### src/pkg/rssa_defines.svh
/*
 * Constants of the rotate, subtract, skip and set datapath: widths,
 * flag positions, reset values and cycle counts.
 * Assumes it is included by bare name wherever these values are needed.
 */
// Contract
// - Memory rotate-left via carry, only carry changes
// - Accumulator rotate-left via carry, memory kept
// - Memory plain rotate-right, no flag changes
// - Accumulator plain rotate-right, memory, flags kept
// - Memory rotate-right via carry, only carry changes
// - Accumulator rotate-right via carry, memory kept
// - Borrow subtract: acc plus inverted mem plus carry
// - Memory subtract: acc plus inverted mem plus one
// - Immediate subtract into accumulator, four flags
// - Decrement to memory, skip on zero, two cycles when skipping
// - Decrement to accumulator, skip on zero
// - Increment to memory, skip on zero, two cycles when skipping
// - Increment to accumulator, skip on zero
// - Byte set writes all ones, flags kept
// - Bit set touches selected bit only
// - Skip when selected bit is one
// - Memory nibble swap, flags kept
// - Accumulator nibble swap, memory kept
`ifndef RSSA_DEFINES_SVH
`define RSSA_DEFINES_SVH

// ****************************************************************
// Widths and values
// ****************************************************************
`define RSSA_DATA_W      8
`define RSSA_BIT_SEL_W   3
`define RSSA_FLAGS_W     4
`define RSSA_ALL_ONES    8'hff
`define RSSA_ONE         8'h01
`define RSSA_ZERO        8'h00
`define RSSA_ACC_RST     8'h00
`define RSSA_FLAGS_RST   4'h0

// ****************************************************************
// Flag positions within the flag vector
// ****************************************************************
`define RSSA_FLAG_C      0
`define RSSA_FLAG_AC     1
`define RSSA_FLAG_Z      2
`define RSSA_FLAG_OV     3

// ****************************************************************
// Machine cycles per instruction
// ****************************************************************
`define RSSA_PLAIN_CYCLES 1
`define RSSA_SKIP_CYCLES  2

`endif

### src/pkg/rssa_pkg.sv
/*
 * Types of the rotate, subtract, skip and set datapath.
 * Assumes rssa_defines.svh is on the include path.
 */
`include "rssa_defines.svh"

package rssa_pkg;

    // ****************************************************************
    // Instruction group executed by the datapath
    // ****************************************************************
    typedef enum logic [4:0] {
        rotate_left_via_carry_mem,
        rotate_left_via_carry_to_accum,
        rotate_right_in_place,
        rotate_right_to_accum,
        rotate_right_via_carry_mem,
        rotate_right_via_carry_to_accum,
        minus_with_borrow_to_accum,
        minus_with_borrow_to_mem,
        minus_to_accum,
        minus_to_mem,
        minus_imm_to_accum,
        decrement_skip_zero,
        decrement_to_accum_skip_zero,
        increment_skip_zero,
        increment_to_accum_skip_zero,
        set_byte_mem,
        set_bit_mem,
        skip_bit_nonzero,
        nibble_exchange_mem,
        nibble_exchange_to_accum
    } rssa_op_t;

    // Shifter modes
    typedef enum logic [2:0] {
        RSSA_SH_PASS,
        RSSA_SH_RL_C,
        RSSA_SH_RR,
        RSSA_SH_RR_C,
        RSSA_SH_SWAP
    } rssa_shift_t;

    // Execution states
    typedef enum logic {
        RSSA_ST_RUN,
        RSSA_ST_DUMMY
    } rssa_state_t;

endpackage : rssa_pkg

### src/design/rssa_shifter.sv
/*
 * Combinational rotate and nibble-swap unit.
 * Assumes the caller selects the mode and supplies the current carry.
 */
`timescale 1ns/1ps
`include "rssa_defines.svh"

module rssa_shifter
    import rssa_pkg::*;
(
    // Operand
    input  wire logic [`RSSA_DATA_W-1:0] data_in,
    input  wire logic                    carry_in,
    input  wire rssa_shift_t             mode_in,
    // Result
    output logic      [`RSSA_DATA_W-1:0] data_out,
    output logic                         carry_out
);

    always_comb begin
        data_out  = data_in;
        carry_out = carry_in;
        case (mode_in)
            RSSA_SH_RL_C: begin
                data_out  = {data_in[6:0], carry_in};
                carry_out = data_in[7];
            end
            // Bit 0 wraps to bit 7
            RSSA_SH_RR: begin
                data_out  = {data_in[0], data_in[7:1]};
            end
            RSSA_SH_RR_C: begin
                data_out  = {carry_in, data_in[7:1]};
                carry_out = data_in[0];
            end
            RSSA_SH_SWAP: begin
                data_out  = {data_in[3:0], data_in[7:4]};
            end
            default: begin
                data_out  = data_in;
                carry_out = carry_in;
            end
        endcase
    end

endmodule : rssa_shifter

### src/design/rssa_cadd.sv
/*
 * Eight-bit adder for the complement-addition form of subtraction.
 * Assumes the caller inverts the subtrahend and supplies the carry-in.
 */
`timescale 1ns/1ps
`include "rssa_defines.svh"

module rssa_cadd
    import rssa_pkg::*;
(
    // Operands
    input  wire logic [`RSSA_DATA_W-1:0] a_in,
    input  wire logic [`RSSA_DATA_W-1:0] b_in,
    input  wire logic                    cin_in,
    // Sum and flags
    output logic      [`RSSA_DATA_W-1:0] sum_out,
    output logic                         carry_out,
    output logic                         half_out,
    output logic                         ovf_out
);

    logic [4:0] low_sum;
    logic [8:0] full_sum;

    // Carry out of bit 3 and bit 7
    always_comb begin
        low_sum   = {1'b0, a_in[3:0]} + {1'b0, b_in[3:0]} + {4'h0, cin_in};
        full_sum  = {1'b0, a_in} + {1'b0, b_in} + {8'h00, cin_in};
        sum_out   = full_sum[7:0];
        carry_out = full_sum[8];
        half_out  = low_sum[4];
        ovf_out   = (a_in[7] == b_in[7]) && (full_sum[7] != a_in[7]);
    end

endmodule : rssa_cadd

### src/design/rssa_alu.sv
/*
 * Execution datapath for rotates, subtracts, skip tests, sets and swaps.
 * Holds the accumulator and the OV, Z, AC and C flags; writes results
 * back to data memory through a one-cycle write strobe.
 * Assumes the sequencer presents the memory operand already read, keeps
 * the request for one cycle while ready is high, and discards its
 * prefetched instruction when the skip pulse appears.
 */
`timescale 1ns/1ps
`include "rssa_defines.svh"

module rssa_alu
    import rssa_pkg::*;
(
    // Clock and reset
    input  wire logic                     clock_in,
    input  wire logic                     rst_in,
    // Instruction request
    input  wire logic                     op_valid_in,
    input  wire rssa_op_t                 op_code_in,
    input  wire logic [`RSSA_DATA_W-1:0]  mem_rdata_in,
    input  wire logic [`RSSA_DATA_W-1:0]  imm_in,
    input  wire logic [`RSSA_BIT_SEL_W-1:0] bit_sel_in,
    // Loads from the rest of the core
    input  wire logic                     acc_load_in,
    input  wire logic [`RSSA_DATA_W-1:0]  acc_load_data_in,
    input  wire logic                     flags_load_in,
    input  wire logic [`RSSA_FLAGS_W-1:0] flags_load_data_in,
    // Sequencer handshake
    output logic                          ready_out,
    output logic                          done_out,
    output logic                          skip_out,
    // Data memory write
    output logic                          mem_we_out,
    output logic      [`RSSA_DATA_W-1:0]  mem_wdata_out,
    // Architectural state
    output logic      [`RSSA_DATA_W-1:0]  acc_out,
    output logic      [`RSSA_FLAGS_W-1:0] flags_out
);

    // ****************************************************************
    // Registers
    // ****************************************************************
    rssa_state_t              state_r;
    logic [`RSSA_DATA_W-1:0]  acc_r;
    logic [`RSSA_FLAGS_W-1:0] flags_r;
    logic                     ready_r;
    logic                     done_r;
    logic                     skip_r;
    logic                     mem_we_r;
    logic [`RSSA_DATA_W-1:0]  mem_wdata_r;

    // ****************************************************************
    // Decode results
    // ****************************************************************
    logic                     take;
    rssa_shift_t              shift_mode;
    logic [`RSSA_DATA_W-1:0]  shift_res;
    logic                     shift_carry;
    logic [`RSSA_DATA_W-1:0]  add_a;
    logic [`RSSA_DATA_W-1:0]  add_b;
    logic                     add_cin;
    logic [`RSSA_DATA_W-1:0]  add_sum;
    logic                     add_carry;
    logic                     add_half;
    logic                     add_ovf;
    logic [`RSSA_DATA_W-1:0]  bit_mask;
    logic [`RSSA_DATA_W-1:0]  res_nxt;
    logic                     to_mem;
    logic                     to_acc;
    logic                     upd_carry;
    logic                     upd_arith;
    logic                     skip_nxt;
    logic [`RSSA_FLAGS_W-1:0] flags_nxt;

    assign take = op_valid_in && ready_r;

    // ****************************************************************
    // Rotate and swap unit
    // ****************************************************************
    always_comb begin
        case (op_code_in)
            rotate_left_via_carry_mem,
            rotate_left_via_carry_to_accum:  shift_mode = RSSA_SH_RL_C;
            rotate_right_in_place,
            rotate_right_to_accum:           shift_mode = RSSA_SH_RR;
            rotate_right_via_carry_mem,
            rotate_right_via_carry_to_accum: shift_mode = RSSA_SH_RR_C;
            nibble_exchange_mem,
            nibble_exchange_to_accum:        shift_mode = RSSA_SH_SWAP;
            default:                         shift_mode = RSSA_SH_PASS;
        endcase
    end

    rssa_shifter u_shifter (
        .data_in   (mem_rdata_in),
        .carry_in  (flags_r[`RSSA_FLAG_C]),
        .mode_in   (shift_mode),
        .data_out  (shift_res),
        .carry_out (shift_carry)
    );

    // ****************************************************************
    // Adder operand selection
    // ****************************************************************
    always_comb begin
        add_a   = acc_r;
        add_b   = ~mem_rdata_in;
        add_cin = 1'b1;
        case (op_code_in)
            // Carry in is the old carry
            minus_with_borrow_to_accum,
            minus_with_borrow_to_mem: begin
                add_cin = flags_r[`RSSA_FLAG_C];
            end
            minus_imm_to_accum: begin
                add_b = ~imm_in;
            end
            // Decrement: memory plus all ones
            decrement_skip_zero,
            decrement_to_accum_skip_zero: begin
                add_a   = mem_rdata_in;
                add_b   = `RSSA_ALL_ONES;
                add_cin = 1'b0;
            end
            // Increment: memory plus zero plus one
            increment_skip_zero,
            increment_to_accum_skip_zero: begin
                add_a   = mem_rdata_in;
                add_b   = `RSSA_ZERO;
                add_cin = 1'b1;
            end
            default: begin
                add_a   = acc_r;
                add_b   = ~mem_rdata_in;
                add_cin = 1'b1;
            end
        endcase
    end

    rssa_cadd u_cadd (
        .a_in      (add_a),
        .b_in      (add_b),
        .cin_in    (add_cin),
        .sum_out   (add_sum),
        .carry_out (add_carry),
        .half_out  (add_half),
        .ovf_out   (add_ovf)
    );

    // ****************************************************************
    // Result routing
    // ****************************************************************
    always_comb begin
        bit_mask  = `RSSA_ONE << bit_sel_in;
        res_nxt   = shift_res;
        to_mem    = 1'b0;
        to_acc    = 1'b0;
        upd_carry = 1'b0;
        upd_arith = 1'b0;
        skip_nxt  = 1'b0;
        case (op_code_in)
            rotate_left_via_carry_mem: begin
                to_mem    = 1'b1;
                upd_carry = 1'b1;
            end
            rotate_left_via_carry_to_accum: begin
                to_acc    = 1'b1;
                upd_carry = 1'b1;
            end
            rotate_right_in_place: begin
                to_mem = 1'b1;
            end
            rotate_right_to_accum: begin
                to_acc = 1'b1;
            end
            rotate_right_via_carry_mem: begin
                to_mem    = 1'b1;
                upd_carry = 1'b1;
            end
            rotate_right_via_carry_to_accum: begin
                to_acc    = 1'b1;
                upd_carry = 1'b1;
            end
            minus_with_borrow_to_accum: begin
                res_nxt   = add_sum;
                to_acc    = 1'b1;
                upd_arith = 1'b1;
            end
            minus_with_borrow_to_mem: begin
                res_nxt   = add_sum;
                to_mem    = 1'b1;
                upd_arith = 1'b1;
            end
            minus_to_accum: begin
                res_nxt   = add_sum;
                to_acc    = 1'b1;
                upd_arith = 1'b1;
            end
            minus_to_mem: begin
                res_nxt   = add_sum;
                to_mem    = 1'b1;
                upd_arith = 1'b1;
            end
            minus_imm_to_accum: begin
                res_nxt   = add_sum;
                to_acc    = 1'b1;
                upd_arith = 1'b1;
            end
            decrement_skip_zero: begin
                res_nxt  = add_sum;
                to_mem   = 1'b1;
                skip_nxt = (add_sum == `RSSA_ZERO);
            end
            decrement_to_accum_skip_zero: begin
                res_nxt  = add_sum;
                to_acc   = 1'b1;
                skip_nxt = (add_sum == `RSSA_ZERO);
            end
            increment_skip_zero: begin
                res_nxt  = add_sum;
                to_mem   = 1'b1;
                skip_nxt = (add_sum == `RSSA_ZERO);
            end
            increment_to_accum_skip_zero: begin
                res_nxt  = add_sum;
                to_acc   = 1'b1;
                skip_nxt = (add_sum == `RSSA_ZERO);
            end
            set_byte_mem: begin
                res_nxt = `RSSA_ALL_ONES;
                to_mem  = 1'b1;
            end
            set_bit_mem: begin
                res_nxt = mem_rdata_in | bit_mask;
                to_mem  = 1'b1;
            end
            skip_bit_nonzero: begin
                res_nxt  = mem_rdata_in;
                skip_nxt = |(mem_rdata_in & bit_mask);
            end
            nibble_exchange_mem: begin
                to_mem = 1'b1;
            end
            nibble_exchange_to_accum: begin
                to_acc = 1'b1;
            end
            default: begin
                res_nxt = shift_res;
            end
        endcase
    end

    // ****************************************************************
    // Flag update
    // ****************************************************************
    always_comb begin
        flags_nxt = flags_r;
        if (upd_carry) begin
            flags_nxt[`RSSA_FLAG_C] = shift_carry;
        end
        if (upd_arith) begin
            flags_nxt[`RSSA_FLAG_C]  = add_carry;
            flags_nxt[`RSSA_FLAG_AC] = add_half;
            flags_nxt[`RSSA_FLAG_Z]  = (add_sum == `RSSA_ZERO);
            flags_nxt[`RSSA_FLAG_OV] = add_ovf;
        end
    end

    // ****************************************************************
    // Sequencing
    // ****************************************************************
    // Skip inserts one dummy cycle
    always_ff @(posedge clock_in) begin
        if (rst_in) begin
            state_r <= RSSA_ST_RUN;
            ready_r <= 1'b1;
        end else begin
            case (state_r)
                RSSA_ST_RUN: begin
                    if (take && skip_nxt) begin
                        state_r <= RSSA_ST_DUMMY;
                        ready_r <= 1'b0;
                    end
                end
                RSSA_ST_DUMMY: begin
                    state_r <= RSSA_ST_RUN;
                    ready_r <= 1'b1;
                end
                default: begin
                    state_r <= RSSA_ST_RUN;
                    ready_r <= 1'b1;
                end
            endcase
        end
    end

    // Completion and discard pulses
    always_ff @(posedge clock_in) begin
        if (rst_in) begin
            done_r <= 1'b0;
            skip_r <= 1'b0;
        end else begin
            done_r <= take;
            skip_r <= take && skip_nxt;
        end
    end

    // ****************************************************************
    // Memory write port
    // ****************************************************************
    always_ff @(posedge clock_in) begin
        if (rst_in) begin
            mem_we_r    <= 1'b0;
            mem_wdata_r <= `RSSA_ZERO;
        end else begin
            mem_we_r <= take && to_mem;
            if (take && to_mem) begin
                mem_wdata_r <= res_nxt;
            end
        end
    end

    // ****************************************************************
    // Accumulator and flags
    // ****************************************************************
    // Own results win over loads from the core
    always_ff @(posedge clock_in) begin
        if (rst_in) begin
            acc_r <= `RSSA_ACC_RST;
        end else if (take && to_acc) begin
            acc_r <= res_nxt;
        end else if (acc_load_in) begin
            acc_r <= acc_load_data_in;
        end
    end

    always_ff @(posedge clock_in) begin
        if (rst_in) begin
            flags_r <= `RSSA_FLAGS_RST;
        end else if (take && (upd_carry || upd_arith)) begin
            flags_r <= flags_nxt;
        end else if (flags_load_in) begin
            flags_r <= flags_load_data_in;
        end
    end

    // ****************************************************************
    // Outputs
    // ****************************************************************
    assign ready_out     = ready_r;
    assign done_out      = done_r;
    assign skip_out      = skip_r;
    assign mem_we_out    = mem_we_r;
    assign mem_wdata_out = mem_wdata_r;
    assign acc_out       = acc_r;
    assign flags_out     = flags_r;

endmodule : rssa_alu

### config.mk
export PLATFORM = sky130hd
export DESIGN_NAME = rssa_alu
export DESIGN_NICKNAME = d
export VERILOG_FILES = /design/src/pkg/rssa_pkg.sv /design/src/design/rssa_shifter.sv /design/src/design/rssa_cadd.sv /design/src/design/rssa_alu.sv
export VERILOG_INCLUDE_DIRS = /design/src /design/src/pkg
export SDC_FILE = /design/constraint.sdc
export NUM_CORES = 1
export LEC_CHECK = 0
export ABC_AREA = 1
export BUFFER_PORTS_ARGS = -buffer_cell sky130_fd_sc_hd__clkbuf_2
export CAP_MARGIN = 20
export CORE_MARGIN = 10
export CORE_UTILIZATION = 55
export CTS_CLUSTER_SIZE = 40
export DETAILED_ROUTE_END_ITERATION = 10
export PLACE_DENSITY = 0.85
export SLEW_MARGIN = 20
export SYNTH_ARGS = -nofsm -noshare
export SYNTH_HDL_FRONTEND = slang
export SYNTH_HIERARCHICAL = 1
export SYNTH_SLANG_ARGS = --single-unit
### constraint.sdc
create_clock -name clock_in -period 4.1 [get_ports clock_in]
set_input_delay 0 -clock clock_in [delete_from_list [all_inputs] [get_ports clock_in]]
set_output_delay 0 -clock clock_in [all_outputs]
set_load 0.05 [all_outputs]
==> run summary, run 1 <==
Total GRT Usage: 20.6%
RSZ-0062 raised after global routing: no
Initial antenna violation count: 0
Actual slew at the worst max-slew pin: 0.520 ns
Row cnt: 25
Mapped Cells: 450
Via density: 5.59
CTS tree: done
Antenna Cells: 0
Worst Setup SP: op_code_in[2]
Final Routed Wirelength: 8.63 mm
Setup slack, reg-to-reg: 1.18 ns
Async SR Flop Fraction: 0%
Die W: 89.8 µm
Final Hold Vio Count: 0
Hold endpoint: flags_out[1]
Clk Latency, worst-skew pair: 0.27 ns
DR vias: 3213
Top FF cell, synth: dfxtp_1
WP depth: 20
Tcrit/Tclk final: 77.2%
Seq/Total Area, Yosys: 18.7%
Startpoint types: input port
CP Capture Type: flop
Gr ovfl total: 0
Clk root buf: clkbuf_8
EDFF count, synth: 0
Net Count, Synth: 503
CP Class: input port to flop
Core area: 4720 µm²
Worst-path clk slew: 0.08 ns
Effective utilization at floorplan: 56.7%
Min Tclk post-route: 3.16 ns
Hpwl dp: 7.03 mm
Count leader, synth: nand2_1
Crit path cell chain: clkbuf_2 -> nor2_1 -> nand3_2 -> nand3_1 -> o221ai_1 -> fa_1 -> fa_1 -> nand3_1 -> nand2_2 -> nand2_1 -> nand2_1 -> xor2_1 -> nor2_1 -> nand2_1 -> nor4_1 -> nand2_1 -> nand2_1 -> nand3_1 -> nand2_1 -> inv_1
CP arrival: 3.34 ns
Reg2reg start: acc_out[0]
Pwr dens: 274 nW/µm²
Largest net degree at the start of global routing: 19
Ports: 65
Die Ht: 89.8 µm
ANT nets after route: 0
CP max stage delay: 0.46 ns
Status: complete, no violations
Delay-heaviest family, CP: simple AND/OR/NAND/NOR gates
GPL Wtd Cong: 1.03
Most frequent cells after synthesis: nand2_1 (109), inv_1 (61), nor2_1 (54), nand3_1 (52), dfxtp_1 (25)
Relative max-transition margin: 65.1%
H-tree Lvls: 1
Syn Area/Cell: 5.96 µm²
Post-synth top area cell: dfxtp_1
Routed len/inst: 15.0 µm
Nets@finish: 562
Setup TNS: 0 ns
First-pass GRT wire length: 14.4 mm
YS warnings: 6
Postcts setup bufs: 0
Netlist cell types: 37
Final setup margin: 0.936 ns
Synth-to-Final Area Change: 14.3%
Critical path buffers and inverters: 2
Share of cells above drive strength 1: 20.1%
Cts bufs inserted: 3
Worst hold slack: 0.000360 ns
Reg2reg path depth: 17
Max Fclk: 316 MHz
Hold Crit Start: flags_load_data_in[1]
Worst IR drop on VDD: 242 µV
Top post-synthesis cells by area: dfxtp_1 (19%), nand2_1 (15%), nand3_1 (9.7%)
Hold Path Class: input port to flop
Final setup viols: 0
CTS Sinks: 25
CP max FO: 9
Hold_buf cts: 0
Pre-Repair DR Iteration Count: 6
MaxCap Viol Count: 0
DR iter-0 viols: 228
CP Data Required Time: 4.27 ns
Dpl ws: 0.729 ns
Worst R2R End: ready_out
Post-Syn Area: 2680 µm²
Most common cell on crit path: nand2_1
Max Root-Sink Buffers: 2
Number of global-route vias before repair: 3123
Clk_skew: 0.00206 ns
Leakage: 1.67 nW
Post-CTS sizing: 0
Die footprint: 8060 µm²
Synthesized flop and latch total: 25
WHS Path Cells: 3
PortBufs: 64
Count of final max-slew check failures: 0
Synth top area share: 18.7%
Slowest-stage cell, CP: fa_1
Tot Pwr: 0.838 mW
DRC Markers: 0
[sequential cells by signal, summed over array words and instances (netlist names)]
name and count:
mem_we_out 1, flags_out 4, done_out 1, ready_out 1
skip_out 1, mem_wdata_out 8, acc_out 8, state_r 1
[worst register-to-register path: stages, from the launching register on]
cell and delay, ns:
dfxtp_1 0.33, inv_1 0.10, o21ai_0 0.13, fa_1 0.48, fa_1 0.42, nand3_1 0.11, nand2_2 0.09, nand2_1 0.08
nand2_1 0.05, xor2_1 0.15, nor2_1 0.11, nand2_1 0.06, nor4_1 0.31, nand2_1 0.09, nand2_1 0.10, nand3_1 0.09
nand2_1 0.08, inv_1 0.04
[report_power, final]
part	leakage [nW]	switching, mW	internal, mW
sequential	0.206	0.0125	0.260
clock	0.0228	0.0740	0.0695
combinational	1.44	0.292	0.130
total	1.67	0.378	0.460
[per-stage QoR]
| step | instances | area, µm² | utilization (%) |
|---|---|---|---|
| global placement | 571 | 3020 | 63.9 |
| floorplan | 450 | 2680 | - |
| detailed placement | 571 | 3020 | 63.9 |
| finish | 575 | 3060 | 64.9 |
| global route | 575 | 3060 | 64.9 |
| CTS | 575 | 3060 | 64.9 |
[cells in the final DEF (no fill, tap or decap), types with 3 or more instances in the layout]
cell,count
a31oi_1,4
mux2i_1,4
nor2_4,3
o21bai_1,4
nor3_1,9
nand2_2,11
dfxtp_1,25
nand3_1,52
o21ai_0,15
ha_1,10
xor2_1,5
a21oi_1,16
clkbuf_8,3
clkbuf_2,64
nor2_1,54
o21a_1,4
inv_2,6
nor2_2,6
inv_1,61
nand2_1,109
nand4_1,19
o221ai_1,8
[worst max-delay path by stage]
stage	endpoint
floorplan	ready_out
global placement	ready_out
detailed placement	ready_out
CTS	ready_out
global route	ready_out
finish	ready_out
[routing by layer]
metal | wire (µm) | share of wire, % | vias to the layer above | global-route usage (%)
met5 | 0 | 0 | - | 0
met4 | 216 | 2.5 | 0 | 5.93
met1 | 3500 | 41 | 1420 | 25.3
met2 | 4040 | 47 | 169 | 35.0
li1 | - | - | 1596 | -
met3 | 871 | 10 | 28 | 4.57
[logic make-up after synthesis]
logic type	Yosys count	synth area share, %
flip-flops	25	18.7
AND/OR/NAND/NOR	268	45.8
multiplexers	5	1.91
adder cells (fa/ha/maj)	12	6.16
buffers and inverters	77	11.8
XOR/XNOR	6	2.24
AO/OA/AOI/OAI	57	13.4
[area by class of cell]
cell class	instances	area (µm²)
multi-input combinational	348	1860
fill	451	1660
sequential	25	500
timing repair buffer	64	320
inverter	67	251
tap	67	83.8
clock buffer	4	45.0
No activity file was read; power rests on OpenSTA's default activity.
==> run 2, diff against run 1 <==
==> constraint.sdc (replaced) <==
create_clock -name clock_in -period 3.15 [get_ports clock_in]
set_input_delay 0 -clock clock_in [delete_from_list [all_inputs] [get_ports clock_in]]
set_output_delay 0 -clock clock_in [all_outputs]
set_load 0.05 [all_outputs]
==> run 2 against run 1 <==
  * Total power increased by 31%
  * Critical endpoint unchanged
  * Largest cell class unchanged
  * Non-clock buffer count grew 8
  * Critical path depth increased by 1
  * Highest routed layer unchanged
  * Utilization increased by 1.4 points
  * Worst setup slack got worse by 0.65 ns
  * Hold slack improved by 0.0094 ns
  * Combinational power up 31%
  * Flip-flop and latch count stayed put
==> run summary, run 2 (same netlist as run 1, synthesis figures left out) <==
Row cnt: 25 (unchanged)
Clk_skew: 0.00166 ns (-0.000400 ns)
Max Root-Sink Buffers: 2 (unchanged)
Postcts setup bufs: 0 (unchanged)
MaxCap Viol Count: 0 (unchanged)
Total GRT Usage: 20.9% (+0.29 points)
Number of global-route vias before repair: 3119 (-0.13%)
Clk root buf: clkbuf_8
Routing usage on met2: 35.3% (+0.30 points)
Nets@finish: 570 (+1.4%)
CTS Sinks: 25 (unchanged)
PortBufs: 64 (unchanged)
Antenna Cells: 0 (unchanged)
Commonest non-fill, non-tap cells in the layout: nand2_1 (109), clkbuf_2 (64), inv_1 (61)
Hold Crit Start: flags_load_data_in[3]
Final instance area: 3130 µm² (+2.1%)
Final setup viols: 0 (unchanged)
Core area: 4720 µm² (unchanged)
GRT busiest layer: met2
CP max stage delay: 0.49 ns (+0.03 ns)
Placed instance area: 3070 µm² (+1.7%)
CP Capture Type: flop
Worst IR drop on VDD: 246 µV (+1.4%)
Gr ovfl total: 0 (unchanged)
Synth-to-Final Area Change: 16.7%
Startpoint types: input port
Dpl ws: 0.0212 ns (-0.707 ns)
Final Hold Vio Count: 0 (unchanged)
CP max FO: 6 (-3)
Die Ht: 89.8 µm (unchanged)
Tcrit/Tclk final: 90.9%
DR iter-0 viols: 329 (+44%)
Cts bufs inserted: 3 (unchanged)
DRC Markers: 0 (unchanged)
Via density: 5.57 (-0.33%)
Most common cell on crit path: nand2_1
Clk Latency, worst-skew pair: 0.27 ns (about the same)
Slowest-stage cell, CP: fa_1
Ports: 65 (unchanged)
Status: complete, no violations
Hold endpoint: flags_out[3]
Die footprint: 8060 µm² (unchanged)
Share of cells above drive strength 1: 21.3% (+1.2 points)
Crit path cell chain: clkbuf_2 -> inv_2 -> nor2_4 -> nand3_1 -> nand2_2 -> o21ai_0 -> fa_1 -> fa_1 -> nand3_1 -> nand2_2 -> nand2_1 -> nand2_1 -> xor2_1 -> nor2_1 -> nand2_1 -> nor4_1 -> nand2_1 -> nand2_1 -> nand3_1 -> nand2_1 -> inv_1
Worst hold slack: 0.00974 ns (+0.00938 ns)
Count of final max-slew check failures: 0 (unchanged)
Effective utilization at floorplan: 56.7% (unchanged)
H-tree Lvls: 1 (unchanged)
RSZ-0062 raised after global routing: no
ANT nets after route: 0 (unchanged)
Largest net degree at the start of global routing: 15 (-4)
Initial antenna violation count: 0 (unchanged)
CP Class: input port to flop
Leakage: 1.71 nW (+2.4%)
Setup slack, reg-to-reg: 0.29 ns (-0.89 ns)
Relative max-transition margin: 65.9% (+0.84 points)
CP Data Required Time: 3.33 ns (-0.94 ns)
Die W: 89.8 µm (unchanged)
Actual slew at the worst max-slew pin: 0.508 ns (-0.0125 ns)
First-pass GRT wire length: 14.6 mm (+1.2%)
Reg2reg path depth: 17 (unchanged)
DR vias: 3247 (+1.1%)
GPL Wtd Cong: 0.961 (-7.0%)
Reg2reg start: acc_out[0]
WHS Path Cells: 3 (unchanged)
Worst R2R End: ready_out
Routed len/inst: 14.9 µm (-0.79%)
Most common cell after layout, fill and taps aside: nand2_1
Min Tclk post-route: 2.86 ns
CP arrival: 3.04 ns (-0.30 ns)
Max Fclk: 349 MHz
Final core occ: 66.2% (+1.4 points)
CTS tree: done
Setup TNS: 0 ns (unchanged)
Met3 GRT Util: 4.49% (-0.083 points)
GRT met1 Usage: 25.4% (+0.071 points)
Hpwl dp: 7.16 mm (+1.8%)
Hold Path Class: input port to flop
Final setup margin: 0.287 ns (-0.649 ns)
Pwr dens: 351 nW/µm² (+28%)
Pre-Repair DR Iteration Count: 5 (-1)
Worst-path clk slew: 0.08 ns (about the same)
Final Routed Wirelength: 8.68 mm (+0.59%)
-- run 2: metrics by stage --
step                cells  power (mW)
detailed placement    578       0.905
global placement      578       0.896
global route          583        1.18
finish                583        1.10
CTS                   583        1.09
floorplan             450       0.754
-- run 2: worst max-delay path by stage --
stage,slack (ns),end,start
floorplan,0.20,ready_out,op_code_in[1]
global placement,0.17,ready_out,op_code_in[3]
detailed placement,0.02,ready_out,op_code_in[3]
CTS,0.31,ready_out,op_code_in[3]
global route,0.01,flags_out[2],op_code_in[0]
finish,0.29,ready_out,op_code_in[3]
-- run 2: final cells by class --
cell class | instances | area [µm²]
Fill cell | 458 | 1600
Timing Repair Buffer | 72 | 383
Sequential cell | 25 | 500
Multi-Input combinational cell | 348 | 1860
Inverter | 67 | 251
Clock buffer | 3 | 41.3
Clock inverter | 1 | 5.00
Tap cell | 67 | 83.8
-- run 2: report_power, final --
part           internal, mW  total (mW)  switching, mW
logic                 0.175       0.552          0.378
clock network        0.0886       0.192          0.103
registers             0.339       0.355         0.0163
-- run 2: worst max-delay path: cells and delay by family --
kind,cells,cell delay [ns]
fa+ha+maj,2,0.91
buf+inv,3,0.29
xor+xnor,1,0.15
simple gates,14,1.57
compound gates,1,0.13
-- run 2: what timing repair did --
action,4_1_cts,5_1_grt
resized for setup,0,0
hold buffers,1,0
hold endpoints to repair,1,0
-- run 2: routing by layer --
metal | part of all wire (%) | up-vias
li1 | - | 1613
met1 | 41 | 1469
met2 | 49 | 143
met3 | 8.0 | 22
met4 | 2.4 | 0
met5 | 0 | -
